===== src/hdl/int_ctrl_pkg.sv =====
// shared constants for the interrupt enable and request register block
package int_ctrl_pkg;

  // register indices; byte address is four times the index
  localparam int unsigned    IDX_EDGE_SEL  = 2;
  localparam int unsigned    IDX_EN_FIRST  = 3;
  localparam int unsigned    IDX_EN_SECOND = 4;
  localparam int unsigned    IDX_REQ_FIRST = 6;
  localparam int unsigned    ADDR_W        = 5;
  localparam logic [4:0]     ADDR_EDGE_SEL  = 5'h08;
  localparam logic [4:0]     ADDR_EN_FIRST  = 5'h0c;
  localparam logic [4:0]     ADDR_EN_SECOND = 5'h10;
  localparam logic [4:0]     ADDR_REQ_FIRST = 5'h18;

  // edge select register fields
  localparam int unsigned    BIT_PIN0_EDGE = 0;
  localparam int unsigned    BIT_PIN1_EDGE = 1;
  localparam logic [7:0]     EDGE_SEL_ONES = 8'he0;
  localparam logic [1:0]     EDGE_SEL_RST  = 2'h0;

  // first enable register fields
  localparam int unsigned    BIT_TIMER_A_EN   = 7;
  localparam int unsigned    BIT_WAKEUP_EN    = 5;
  localparam int unsigned    BIT_EVENT_PIN_EN = 2;
  localparam int unsigned    BIT_PIN1_EN      = 1;
  localparam int unsigned    BIT_PIN0_EN      = 0;
  localparam logic [7:0]     EN_FIRST_IMPL    = 8'ha7;

  // second enable register fields
  localparam int unsigned    BIT_DT_EN       = 7;
  localparam int unsigned    BIT_ADC_EN      = 6;
  localparam int unsigned    BIT_TFH_EN      = 3;
  localparam int unsigned    BIT_TFL_EN      = 2;
  localparam int unsigned    BIT_EC_EN       = 0;
  localparam logic [7:0]     EN_SECOND_IMPL  = 8'hcd;
  localparam logic [7:0]     EN_RST          = 8'h00;

  // first request register fields
  localparam int unsigned    BIT_TIMER_A_REQ   = 7;
  localparam int unsigned    BIT_FIXED_ONE     = 5;
  localparam int unsigned    BIT_EVENT_PIN_REQ = 2;
  localparam int unsigned    BIT_PIN1_REQ      = 1;
  localparam int unsigned    BIT_PIN0_REQ      = 0;
  localparam logic [7:0]     REQ_FIXED_ONES    = 8'h20;
  localparam logic [3:0]     REQ_RST           = 4'h0;

endpackage


===== src/hdl/interrupt_enable_request_regs.sv =====
// interrupt edge select, enable and first request registers behind an avalon-mm slave
// How it works
// - pin 0 edge select: 0 falling (reset), 1 rising.
// - first enable bit 7 gates timer A overflow requests.
// - first enable bit 5 gates all eight wakeup pin requests.
// - first enable bit 2 gates event-counter pin requests.
// - first enable bits 1 and 0 gate external pins 1 and 0.
// - second enable bit 7 gates direct-transfer requests.
// - second enable bit 6 gates converter requests.
// - second enable bit 3 gates timer FH match and overflow.
// - second enable bit 2 gates timer FL match and overflow.
// - second enable bit 0 gates asynchronous event counter requests.
// - every implemented enable bit reads 0 after reset.
// - request flags stay set on acceptance; software clears with 0.
// - writing 1 to a flag does nothing; 0 clears it.
// - timer A wrap from ff to 00 sets bit 7 flag.
// - request register bit 5 always reads 1.
// - event pin flag sets on selected edge when in interrupt mode.
// - pin 1 and 0 flags set on selected edge in interrupt mode.
// - with global mask set flags still set, nothing accepted.
// - pin 1 edge select: 0 falling (reset), 1 rising.
`timescale 1ns/1ps
module interrupt_enable_request_regs
  import int_ctrl_pkg::*;
(
  input  wire logic              ref_clk,
  input  wire logic              rst_n,
  input  wire logic [ADDR_W-1:0] address,
  input  wire logic              read,
  input  wire logic              write,
  input  wire logic [31:0]       writedata,
  output logic [31:0]            readdata,
  output logic                   waitrequest,
  input  wire logic              ext_int_pin_zero,
  input  wire logic              ext_int_pin_one,
  input  wire logic              event_counter_int_pin,
  input  wire logic              ext_pin0_int_mode,
  input  wire logic              ext_pin1_int_mode,
  input  wire logic              event_pin_int_mode,
  input  wire logic              event_pin_edge_sel,
  input  wire logic              timer_a_wrap,
  input  wire logic              wakeup_pins_req,
  input  wire logic              direct_transfer_req,
  input  wire logic              adc_req,
  input  wire logic              timer_fh_req,
  input  wire logic              timer_fl_req,
  input  wire logic              event_counter_req,
  input  wire logic              condition_code_mask,
  output logic                   timer_a_irq,
  output logic                   wakeup_irq,
  output logic                   event_pin_irq,
  output logic                   ext_pin1_irq,
  output logic                   ext_pin0_irq,
  output logic                   direct_transfer_irq,
  output logic                   adc_irq,
  output logic                   timer_fh_irq,
  output logic                   timer_fl_irq,
  output logic                   event_counter_irq,
  output logic                   cpu_int_req
);

  // selected edge: rising when sel is 1, falling when 0
  function automatic logic edge_hit(input logic cur, input logic prev, input logic sel);
    edge_hit = sel ? (cur & ~prev) : (~cur & prev);
  endfunction

  // pin synchronisers: stage 1 feeds only stage 2; stage 3 holds the previous level
  logic [2:0] pin_s1_q;
  logic [2:0] pin_s2_q;
  logic [2:0] pin_prev_q;
  wire  [2:0] pin_raw = {event_counter_int_pin, ext_int_pin_one, ext_int_pin_zero};

  always_ff @(posedge ref_clk) begin
    if (!rst_n) begin
      pin_s1_q   <= 3'h7;
      pin_s2_q   <= 3'h7;
      pin_prev_q <= 3'h7;
    end else begin
      pin_s1_q   <= pin_raw;
      pin_s2_q   <= pin_s1_q;
      pin_prev_q <= pin_s2_q;
    end
  end

  // bus handshake: one wait cycle, then the access completes
  logic              wait_q;
  logic [31:0]       rdata_q;
  wire               req      = read | write;
  wire               done     = req & ~wait_q;
  wire               wr_done  = write & done;
  wire               hit_edge = address == ADDR_EDGE_SEL;
  wire               hit_en1  = address == ADDR_EN_FIRST;
  wire               hit_en2  = address == ADDR_EN_SECOND;
  wire               hit_req  = address == ADDR_REQ_FIRST;
  wire  [7:0]        wbyte    = writedata[7:0];

  // control registers
  logic [1:0] edge_sel_q;
  logic [7:0] en1_q;
  logic [7:0] en2_q;
  logic [3:0] flag_q;
  logic [1:0] edge_sel_d;
  logic [7:0] en1_d;
  logic [7:0] en2_d;
  logic [3:0] flag_d;

  // reserved bits are not stored, so a stray 1 there reads back 0, except edge select bits 7:5, which read 1
  assign edge_sel_d = (wr_done & hit_edge) ? wbyte[1:0] : edge_sel_q;
  assign en1_d      = (wr_done & hit_en1) ? (wbyte & EN_FIRST_IMPL) : en1_q;
  assign en2_d      = (wr_done & hit_en2) ? (wbyte & EN_SECOND_IMPL) : en2_q;

  // flag order inside flag_q: 3 timer A, 2 event pin, 1 pin 1, 0 pin 0
  wire  [3:0] set_ev;
  wire  [3:0] clr_ev;
  assign set_ev[3] = timer_a_wrap;
  assign set_ev[2] = event_pin_int_mode &
                     edge_hit(pin_s2_q[2], pin_prev_q[2], event_pin_edge_sel);
  assign set_ev[1] = ext_pin1_int_mode &
                     edge_hit(pin_s2_q[1], pin_prev_q[1], edge_sel_q[BIT_PIN1_EDGE]);
  assign set_ev[0] = ext_pin0_int_mode &
                     edge_hit(pin_s2_q[0], pin_prev_q[0], edge_sel_q[BIT_PIN0_EDGE]);
  // only a written 0 clears; a written 1 leaves the flag alone
  wire  [3:0] wr_bits = {wbyte[BIT_TIMER_A_REQ], wbyte[BIT_EVENT_PIN_REQ],
                         wbyte[BIT_PIN1_REQ], wbyte[BIT_PIN0_REQ]};
  assign clr_ev = (wr_done & hit_req) ? ~wr_bits : 4'h0;
  // a set in the same cycle as a clear wins, so no edge is lost
  assign flag_d = set_ev | (flag_q & ~clr_ev);

  // read mux
  wire  [7:0] req_view = REQ_FIXED_ONES |
                         {flag_q[3], 4'h0, flag_q[2], flag_q[1], flag_q[0]};
  wire  [7:0] rd_byte  = hit_edge ? (EDGE_SEL_ONES | {6'h00, edge_sel_q}) :
                         hit_en1  ? en1_q :
                         hit_en2  ? en2_q :
                         hit_req  ? req_view : 8'h00;

  // gated requests: flag or source level and its enable
  wire  [9:0] gated_d;
  assign gated_d[9] = flag_d[3] & en1_d[BIT_TIMER_A_EN];
  assign gated_d[8] = wakeup_pins_req & en1_d[BIT_WAKEUP_EN];
  assign gated_d[7] = flag_d[2] & en1_d[BIT_EVENT_PIN_EN];
  assign gated_d[6] = flag_d[1] & en1_d[BIT_PIN1_EN];
  assign gated_d[5] = flag_d[0] & en1_d[BIT_PIN0_EN];
  assign gated_d[4] = direct_transfer_req & en2_d[BIT_DT_EN];
  assign gated_d[3] = adc_req & en2_d[BIT_ADC_EN];
  assign gated_d[2] = timer_fh_req & en2_d[BIT_TFH_EN];
  assign gated_d[1] = timer_fl_req & en2_d[BIT_TFL_EN];
  assign gated_d[0] = event_counter_req & en2_d[BIT_EC_EN];
  // the mask only blocks acceptance; flags above keep setting regardless
  wire        cpu_req_d = (|gated_d) & ~condition_code_mask;

  logic [9:0] gated_q;
  logic       cpu_req_q;

  always_ff @(posedge ref_clk) begin
    if (!rst_n) begin
      wait_q     <= 1'b1;
      rdata_q    <= 32'h0000_0000;
      edge_sel_q <= EDGE_SEL_RST;
      en1_q      <= EN_RST;
      en2_q      <= EN_RST;
      flag_q     <= REQ_RST;
      gated_q    <= 10'h000;
      cpu_req_q  <= 1'b0;
    end else begin
      wait_q     <= ~(req & wait_q);
      rdata_q    <= {24'h00_0000, rd_byte};
      edge_sel_q <= edge_sel_d;
      en1_q      <= en1_d;
      en2_q      <= en2_d;
      flag_q     <= flag_d;
      gated_q    <= gated_d;
      cpu_req_q  <= cpu_req_d;
    end
  end

  assign waitrequest         = wait_q;
  assign readdata            = rdata_q;
  assign timer_a_irq         = gated_q[9];
  assign wakeup_irq          = gated_q[8];
  assign event_pin_irq       = gated_q[7];
  assign ext_pin1_irq        = gated_q[6];
  assign ext_pin0_irq        = gated_q[5];
  assign direct_transfer_irq = gated_q[4];
  assign adc_irq             = gated_q[3];
  assign timer_fh_irq        = gated_q[2];
  assign timer_fl_irq        = gated_q[1];
  assign event_counter_irq   = gated_q[0];
  assign cpu_int_req         = cpu_req_q;
endmodule


===== config.mk =====
export PLATFORM = sky130hd
export DESIGN_NAME = interrupt_enable_request_regs
export DESIGN_NICKNAME = d
export VERILOG_FILES = /design/src/hdl/int_ctrl_pkg.sv /design/src/hdl/interrupt_enable_request_regs.sv
export SDC_FILE = /design/constraint.sdc
export NUM_CORES = 1
export LEC_CHECK = 0
export BUFFER_PORTS_ARGS = -buffer_cell sky130_fd_sc_hd__clkbuf_2
export CORE_ASPECT_RATIO = 1.75
export CORE_UTILIZATION = 47
export DETAILED_ROUTE_END_ITERATION = 10
export GPL_TIMING_DRIVEN = 0
export PLACE_DENSITY = 0.94
export SLEW_MARGIN = 10
export SYNTH_ARGS = -nofsm -noshare
export SYNTH_HDL_FRONTEND = slang
export SYNTH_SLANG_ARGS = --single-unit

===== constraint.sdc =====
create_clock -name ref_clk -period 4.6 [get_ports ref_clk]
set_input_delay 1.38 -clock ref_clk [delete_from_list [all_inputs] [get_ports ref_clk]]
set_output_delay 1.38 -clock ref_clk [all_outputs]
set_load 0.01 [all_outputs]

==> impl_metrics.json, run 1 <==
{
  "yosys.area_share.simple_pct": 21.03,
  "cts_tree": "yes",
  "fmax_mhz": 320.8,
  "setup_violations": 0,
  "crit_required_ns": 4.77,
  "fp.dieW_um": 49.27,
  "fin_crit_sh_pct": 67.76,
  "vias": 1579,
  "first_iter_violations": 79,
  "seq_area_frac_synth_pct": 47.92,
  "synth_compound_area_share_pct": 11.10,
  "wl_met1_mm": 1.379,
  "cts_hold_buf": 0,
  "seqPwrFrac_pct": 52.1,
  "p_sw_share_pct": 22.20,
  "hold_slack_ns": 0.4104,
  "dieArea_mm2": 0.004174,
  "instances_no_fill": 314,
  "synth_cells": 187,
  "grt-ovfl-total": 0,
  "irDropWorstVdd_uv": 366.8,
  "startpoint_type": "primary input",
  "yosysWarnings": 0,
  "routed-wl-met3_um": 335,
  "antenna_found_initial": 0,
  "clock-sinks": 44,
  "placedCellCount": 306,
  "end_kind": "flop",
  "cts_resized": 0,
  "hold_viol": 0,
  "crit_fanout": 10,
  "synthAdderAreaFrac_pct": 0,
  "synth_area_per_cell_um2": 9.829,
  "grt_max_degree": 14,
  "fin_util_pct": 63.81,
  "synth_top_family_by_area": "simple AND/OR/NAND/NOR gates",
  "comb_power_share_pct": 9.6,
  "synthFlopType": "dfxtp_1",
  "synth-edff-count": 0,
  "nNetsFinal": 323,
  "worstMarginPinSlew_ns": 0.8988,
  "setup_tns_ns": 0,
  "grt_pass1_vias": 1445,
  "drc": 0,
  "path_clk_slew_ns": 0.08,
  "p_sw_uw": 166.1,
  "synth_xor_area_share_pct": 0,
  "hp-class": "reg -> reg",
  "rsz0062_at_grt": "false",
  "cts_setup_buffers": 0,
  "finalPower_uw": 748.2,
  "relSlewSlack_pct": 39.92,
  "area_growth_pct": 27.23,
  "clkPwrFrac_pct": 38.3,
  "status": "complete, no violations",
  "clk_root_buffer_cell": "clkbuf_8",
  "layout_min_cycle_time_ns": 3.117,
  "drv_slew": 0,
  "clockBufferDepth": 2,
  "rrSetupSlack_ns": 2.56,
  "routabilityCongestion": 0.8890,
  "synth_mux_area_share_pct": 7.897,
  "skew_ns": 0.008104,
  "placementRows": 29,
  "die_h_um": 84.73,
  "final_antenna_net_count": 0,
  "dp_hpwl_mm": 3.107,
  "synth_seq_cells": 44,
  "routed_wl_mm": 3.969,
  "n_antenna_cell": 0,
  "power.internal_uw": 582.1,
  "grt_first_pass_wirelength_mm": 6.210,
  "power_leakage_uw": 0.001103,
  "drive_gt1_share_pct": 32.84,
  "numCtsBuffers": 5,
  "ios": 100,
  "met2_length_mm": 2.060,
  "io_buffers": 49,
  "synth.distinct_cells": 33,
  "fillers": 327,
  "clock_latency_ns": 0.30,
  "start_util_pct": 50.15,
  "grt.total_usage_pct": 19.93,
  "viasPerCell": 5.029,
  "cap_violations": 0,
  "drtPass1Iterations": 4,
  "top_layer": "met4",
  "htreeDepth": 2,
  "crit_type": "in -> reg",
  "cp_data_arrival_time_ns": 3.29,
  "synth.cell_area_mm2": 0.001838,
  "core-area_mm2": 0.003665,
  "synthArstFlopShare_pct": 0,
  "wl_per_cell_um": 12.64,
  "power_density_mw_per_mm2": 320.0
}
[per-layer routing]
layer / track usage [%] / up-vias
li1: - / 757
met1: 17.14 / 704
met2: 37.48 / 96
met3: 5.072 / 22
met4: 14.97 / 0
met5: 0 / -
[power groups by stage]
stage          combinational [µW]  clock [µW]  sequential [µW]
2_1_floorplan                44.5           0              399
3_3_place_gp                 69.2           0              398
3_5_place_dp                 70.7           0              399
4_1_cts                      70.8         288              390
5_1_grt                      77.9         302              391
6_report                     71.9         286              390
[sequential cells by signal, summed over array words and instances (netlist names), 2 cells and up]
name and flops:
en2_q 5, pin_prev_q 3, readdata 7, gated_q 10, pin_s1_q 3, pin_s2_q 3, flag_q 4, en1_q 5
edge_sel_q 2
[area by class of cell]
class,instances,area (µm²),share of cell area [%]
plain buffers,29,202.7,8.668
clock buffers,6,72.57,3.103
clock inverters,2,35.03,1.498
inverters,4,15.01,0.6421
multi-input cells,134,829.5,35.47
flip-flops and latches,44,880.8,37.67
well taps,46,57.56,2.461
repair buffers,49,245.2,10.49
[metrics by stage]
step | setup WS [ns] | instance area, µm²
finish | 1.483 | 2338
global route | 1.326 | 2338
CTS | 1.504 | 2338
detailed placement | 1.185 | 2231
global placement | 1.253 | 2231
floorplan | 1.599 | 1928
[kinds of logic after synthesis]
family | count (synthesis)
AOI/OAI and AO/OA | 30
buffers and inverters | 33
DFF | 44
muxes | 14
other | 1
and+or+nand+nor | 65
[layout by cell type, fill, tap and decap left out, drive strengths merged, types with 2 or more instances in the layout]
cell / count
clkbuf: 59
dfxtp: 44
buf: 25
conb: 25
nor2: 16
nand2b: 14
mux2i: 10
and2: 10
a21oi: 7
o21ai: 7
nand2: 5
a22o: 5
and3: 5
mux2: 4
nor3: 4
inv: 3
nand4b: 3
nor3b: 2
o22ai: 2
a22oi: 2
o211ai: 2
a221oi: 2
clkinv: 2
[critical path, cell delays in order]
cell      delay [ns]
clkbuf_2        0.16
nor4b_2         0.75
nand4b_1        0.20
a22o_1          0.26
a222oi_1        0.40
a311oi_1        0.14
[synthesized netlist by cell type, drive strengths merged, types with 3 or more instances]
library cell  number  area, µm²
nand2b            14      87.58
mux2               4      45.04
nor3               4      31.28
a21oi              7      35.03
nand4b             3      26.28
nor2              16      60.06
clkbuf             4      15.01
buf               25      187.7
a22o               5      43.79
and2              10      62.56
o21ai              7      35.03
and3               5      31.28
mux2i             10      100.1
inv                3      11.26
nand2              5      18.77
dfxtp             44      880.8
[final timing paths]
check             depth (start not counted)          end        start
setup / recovery                          6  cpu_int_req   address[3]
hold / removal                            1  pin_s2_q[0]  pin_s1_q[0]
setup reg to reg                          5  cpu_int_req  waitrequest
hold reg to reg                           1  pin_s2_q[0]  pin_s1_q[0]
Power figures use the tool's default switching activity.
==> run 2: changes to the inputs <==
--- a/config.mk
+++ b/config.mk
@@ -7,10 +7,10 @@
 export LEC_CHECK = 0
 export BUFFER_PORTS_ARGS = -buffer_cell sky130_fd_sc_hd__clkbuf_2
 export CORE_ASPECT_RATIO = 1.75
-export CORE_UTILIZATION = 47
+export CORE_UTILIZATION = 44
 export DETAILED_ROUTE_END_ITERATION = 10
 export GPL_TIMING_DRIVEN = 0
-export PLACE_DENSITY = 0.94
+export PLACE_DENSITY = 0.89
 export SLEW_MARGIN = 10
 export SYNTH_ARGS = -nofsm -noshare
 export SYNTH_HDL_FRONTEND = slang
==> constraint.sdc (replaced) <==
create_clock -name ref_clk -period 2.9 [get_ports ref_clk]
set_input_delay 0.87 -clock ref_clk [delete_from_list [all_inputs] [get_ports ref_clk]]
set_output_delay 0.87 -clock ref_clk [all_outputs]
set_load 0.01 [all_outputs]
==> run 2 against run 1 <==
  * Combinational power rose by 59%
  * Via count down 2.0%
  * Register-to-register slack got worse by 1.8 ns
  * Critical path type unchanged
  * First-iteration DRC count shrank 44%
  * Sequential power grew 58%
  * Critical endpoint unchanged
==> impl_metrics.json, run 2 (synthesized netlist as in run 1, its figures left out) <==
{
  "final_antenna_net_count": 0,
  "crit_required_ns": 3.06,
  "worstMarginPinSlew_ns": 0.9207,
  "status": "complete, no violations",
  "r2r-start": "waitrequest",
  "routed_wl_mm": 3.979,
  "fin_util_pct": 58.63,
  "multi_input_area_um2": 829.5,
  "vias": 1547,
  "power_leakage_uw": 0.001089,
  "hold_slack_ns": 0.4102,
  "hp-class": "reg -> reg",
  "largest_reg_flops": 10,
  "grt_max_degree": 13,
  "clock-sinks": 44,
  "end_kind": "flop",
  "first_iter_violations": 44,
  "largest_register": "gated_q",
  "cts_resized": 0,
  "dieArea_mm2": 0.004450,
  "rrSetupSlack_ns": 0.81,
  "hold_viol": 0,
  "cts_hold_buf": 0,
  "nNetsFinal": 323,
  "path_clk_slew_ns": 0.08,
  "htreeDepth": 2,
  "dp_hpwl_mm": 3.104,
  "reg2reg_to": "cpu_int_req",
  "drtPass1Iterations": 4,
  "path_buf_inv": 1,
  "io_buffers": 49,
  "area_growth_pct": 25.73,
  "cp_data_arrival_time_ns": 2.83,
  "drc": 0,
  "crit_type": "in -> reg",
  "final_cell_mix": "49 x clkbuf_2, 44 x dfxtp_1, 25 x buf_4, 25 x conb_1, 16 x nor2_1",
  "antenna_found_initial": 0,
  "grt.total_usage_pct": 18.78,
  "dp_slack_ns": -0.04863,
  "cpPeakStageDelay_ns": 0.77,
  "drive_gt1_share_pct": 32.58,
  "rsz0062_at_grt": "false",
  "grt_pass1_vias": 1382,
  "power_density_mw_per_mm2": 470.5,
  "layout_commonest_cell": "clkbuf_2",
  "startpoint_type": "primary input",
  "fillers": 380,
  "numCtsBuffers": 5,
  "irDropWorstVdd_uv": 299.8,
  "viasPerCell": 4.911,
  "clock_latency_ns": 0.29,
  "relSlewSlack_pct": 38.46,
  "setup_violations": 0,
  "start_util_pct": 46.63,
  "crit_family": "simple AND/OR/NAND/NOR gates",
  "crit_fanout": 10,
  "crit_end": "cpu_int_req",
  "n_antenna_cell": 0,
  "worstSetupPathDepth": 6,
  "crit_slowest_cell": "nor4b_2",
  "r2r_cells": 5,
  "grt-ovfl-total": 0,
  "fin_crit_sh_pct": 92.12,
  "crit_start": "address[3]",
  "regArea_um2": 880.8,
  "ios": 100,
  "core-area_mm2": 0.003941,
  "cts_tree": "yes",
  "die_h_um": 87.50,
  "crit_path_cell_trace": "clkbuf_2, nor4b_2, nand4b_1, a22o_1, a222oi_1, a311oi_1",
  "grt_first_pass_wirelength_mm": 6.127,
  "fmax_mhz": 374.3,
  "clockBufferDepth": 2,
  "cap_violations": 0,
  "wl_per_cell_um": 12.63,
  "skew_ns": 0.002840,
  "fin_ws_ns": 0.2285,
  "drv_slew": 0,
  "clk_root_buffer_cell": "clkbuf_8",
  "routabilityCongestion": 0.8915,
  "fp.dieW_um": 50.86,
  "layout_min_cycle_time_ns": 2.672,
  "placementRows": 30,
  "cts_setup_buffers": 0
}
-- run 2: cell count changes in the layout (fill, tap and decap cells not counted) --
cell,change
bufinv_16,-1
-- run 2: layer usage --
metal | share of wire [%] | track usage (%)
met4 | 4.3 | 12.37
met1 | 36 | 18.43
met3 | 6.1 | 3.839
met5 | 0 | 0
met2 | 53 | 34.55
-- run 2: power breakdown --
group | leakage (µW) | total (µW) | switching (µW) | internal, µW
sequential | 0.000357 | 618 | 4.73 | 614
combinational | 0.000691 | 114 | 59.6 | 54.2
clock | 0.0000410 | 355 | 191 | 164
total | 0.00109 | 1090 | 256 | 832
-- run 2: worst min-delay path by stage --
stage	start	endpoint	slack (ns)	cells after the start
final	pin_s1_q[2]	pin_s2_q[2]	0.41	1
after global routing	pin_s1_q[2]	pin_s2_q[2]	0.43	1
after CTS	pin_s1_q[2]	pin_s2_q[2]	0.42	1
after detailed placement	pin_s1_q[2]	pin_s2_q[2]	0.40	1
after global placement	pin_s1_q[0]	pin_s2_q[0]	0.39	1
after floorplan	pin_s1_q[0]	pin_s2_q[0]	0.39	1
-- run 2: through the flow --
step | area [µm²] | cells | TNS (ns) | total power [µW]
final | 2311 | 315 | 0 | 1087
after global routing | 2311 | 315 | 0 | 1132
after detailed placement | 2233 | 308 | -0.04863 | 744.5
after global placement | 2233 | 308 | 0 | 741.9
after floorplan | 1928 | 211 | 0 | 703.1
after CTS | 2311 | 315 | 0 | 1096
-- run 2: area by class of cell --
| class | instances | area share [%] |
|---|---|---|
| clock inverter | 1 | 0.2166 |
| sequential | 44 | 38.12 |
| timing repair buffer | 49 | 10.61 |
| buffer | 29 | 8.771 |
| tap | 48 | 2.599 |
| clock buffer | 6 | 3.140 |
| inverter | 4 | 0.6497 |
| multi-input combinational | 134 | 35.90 |
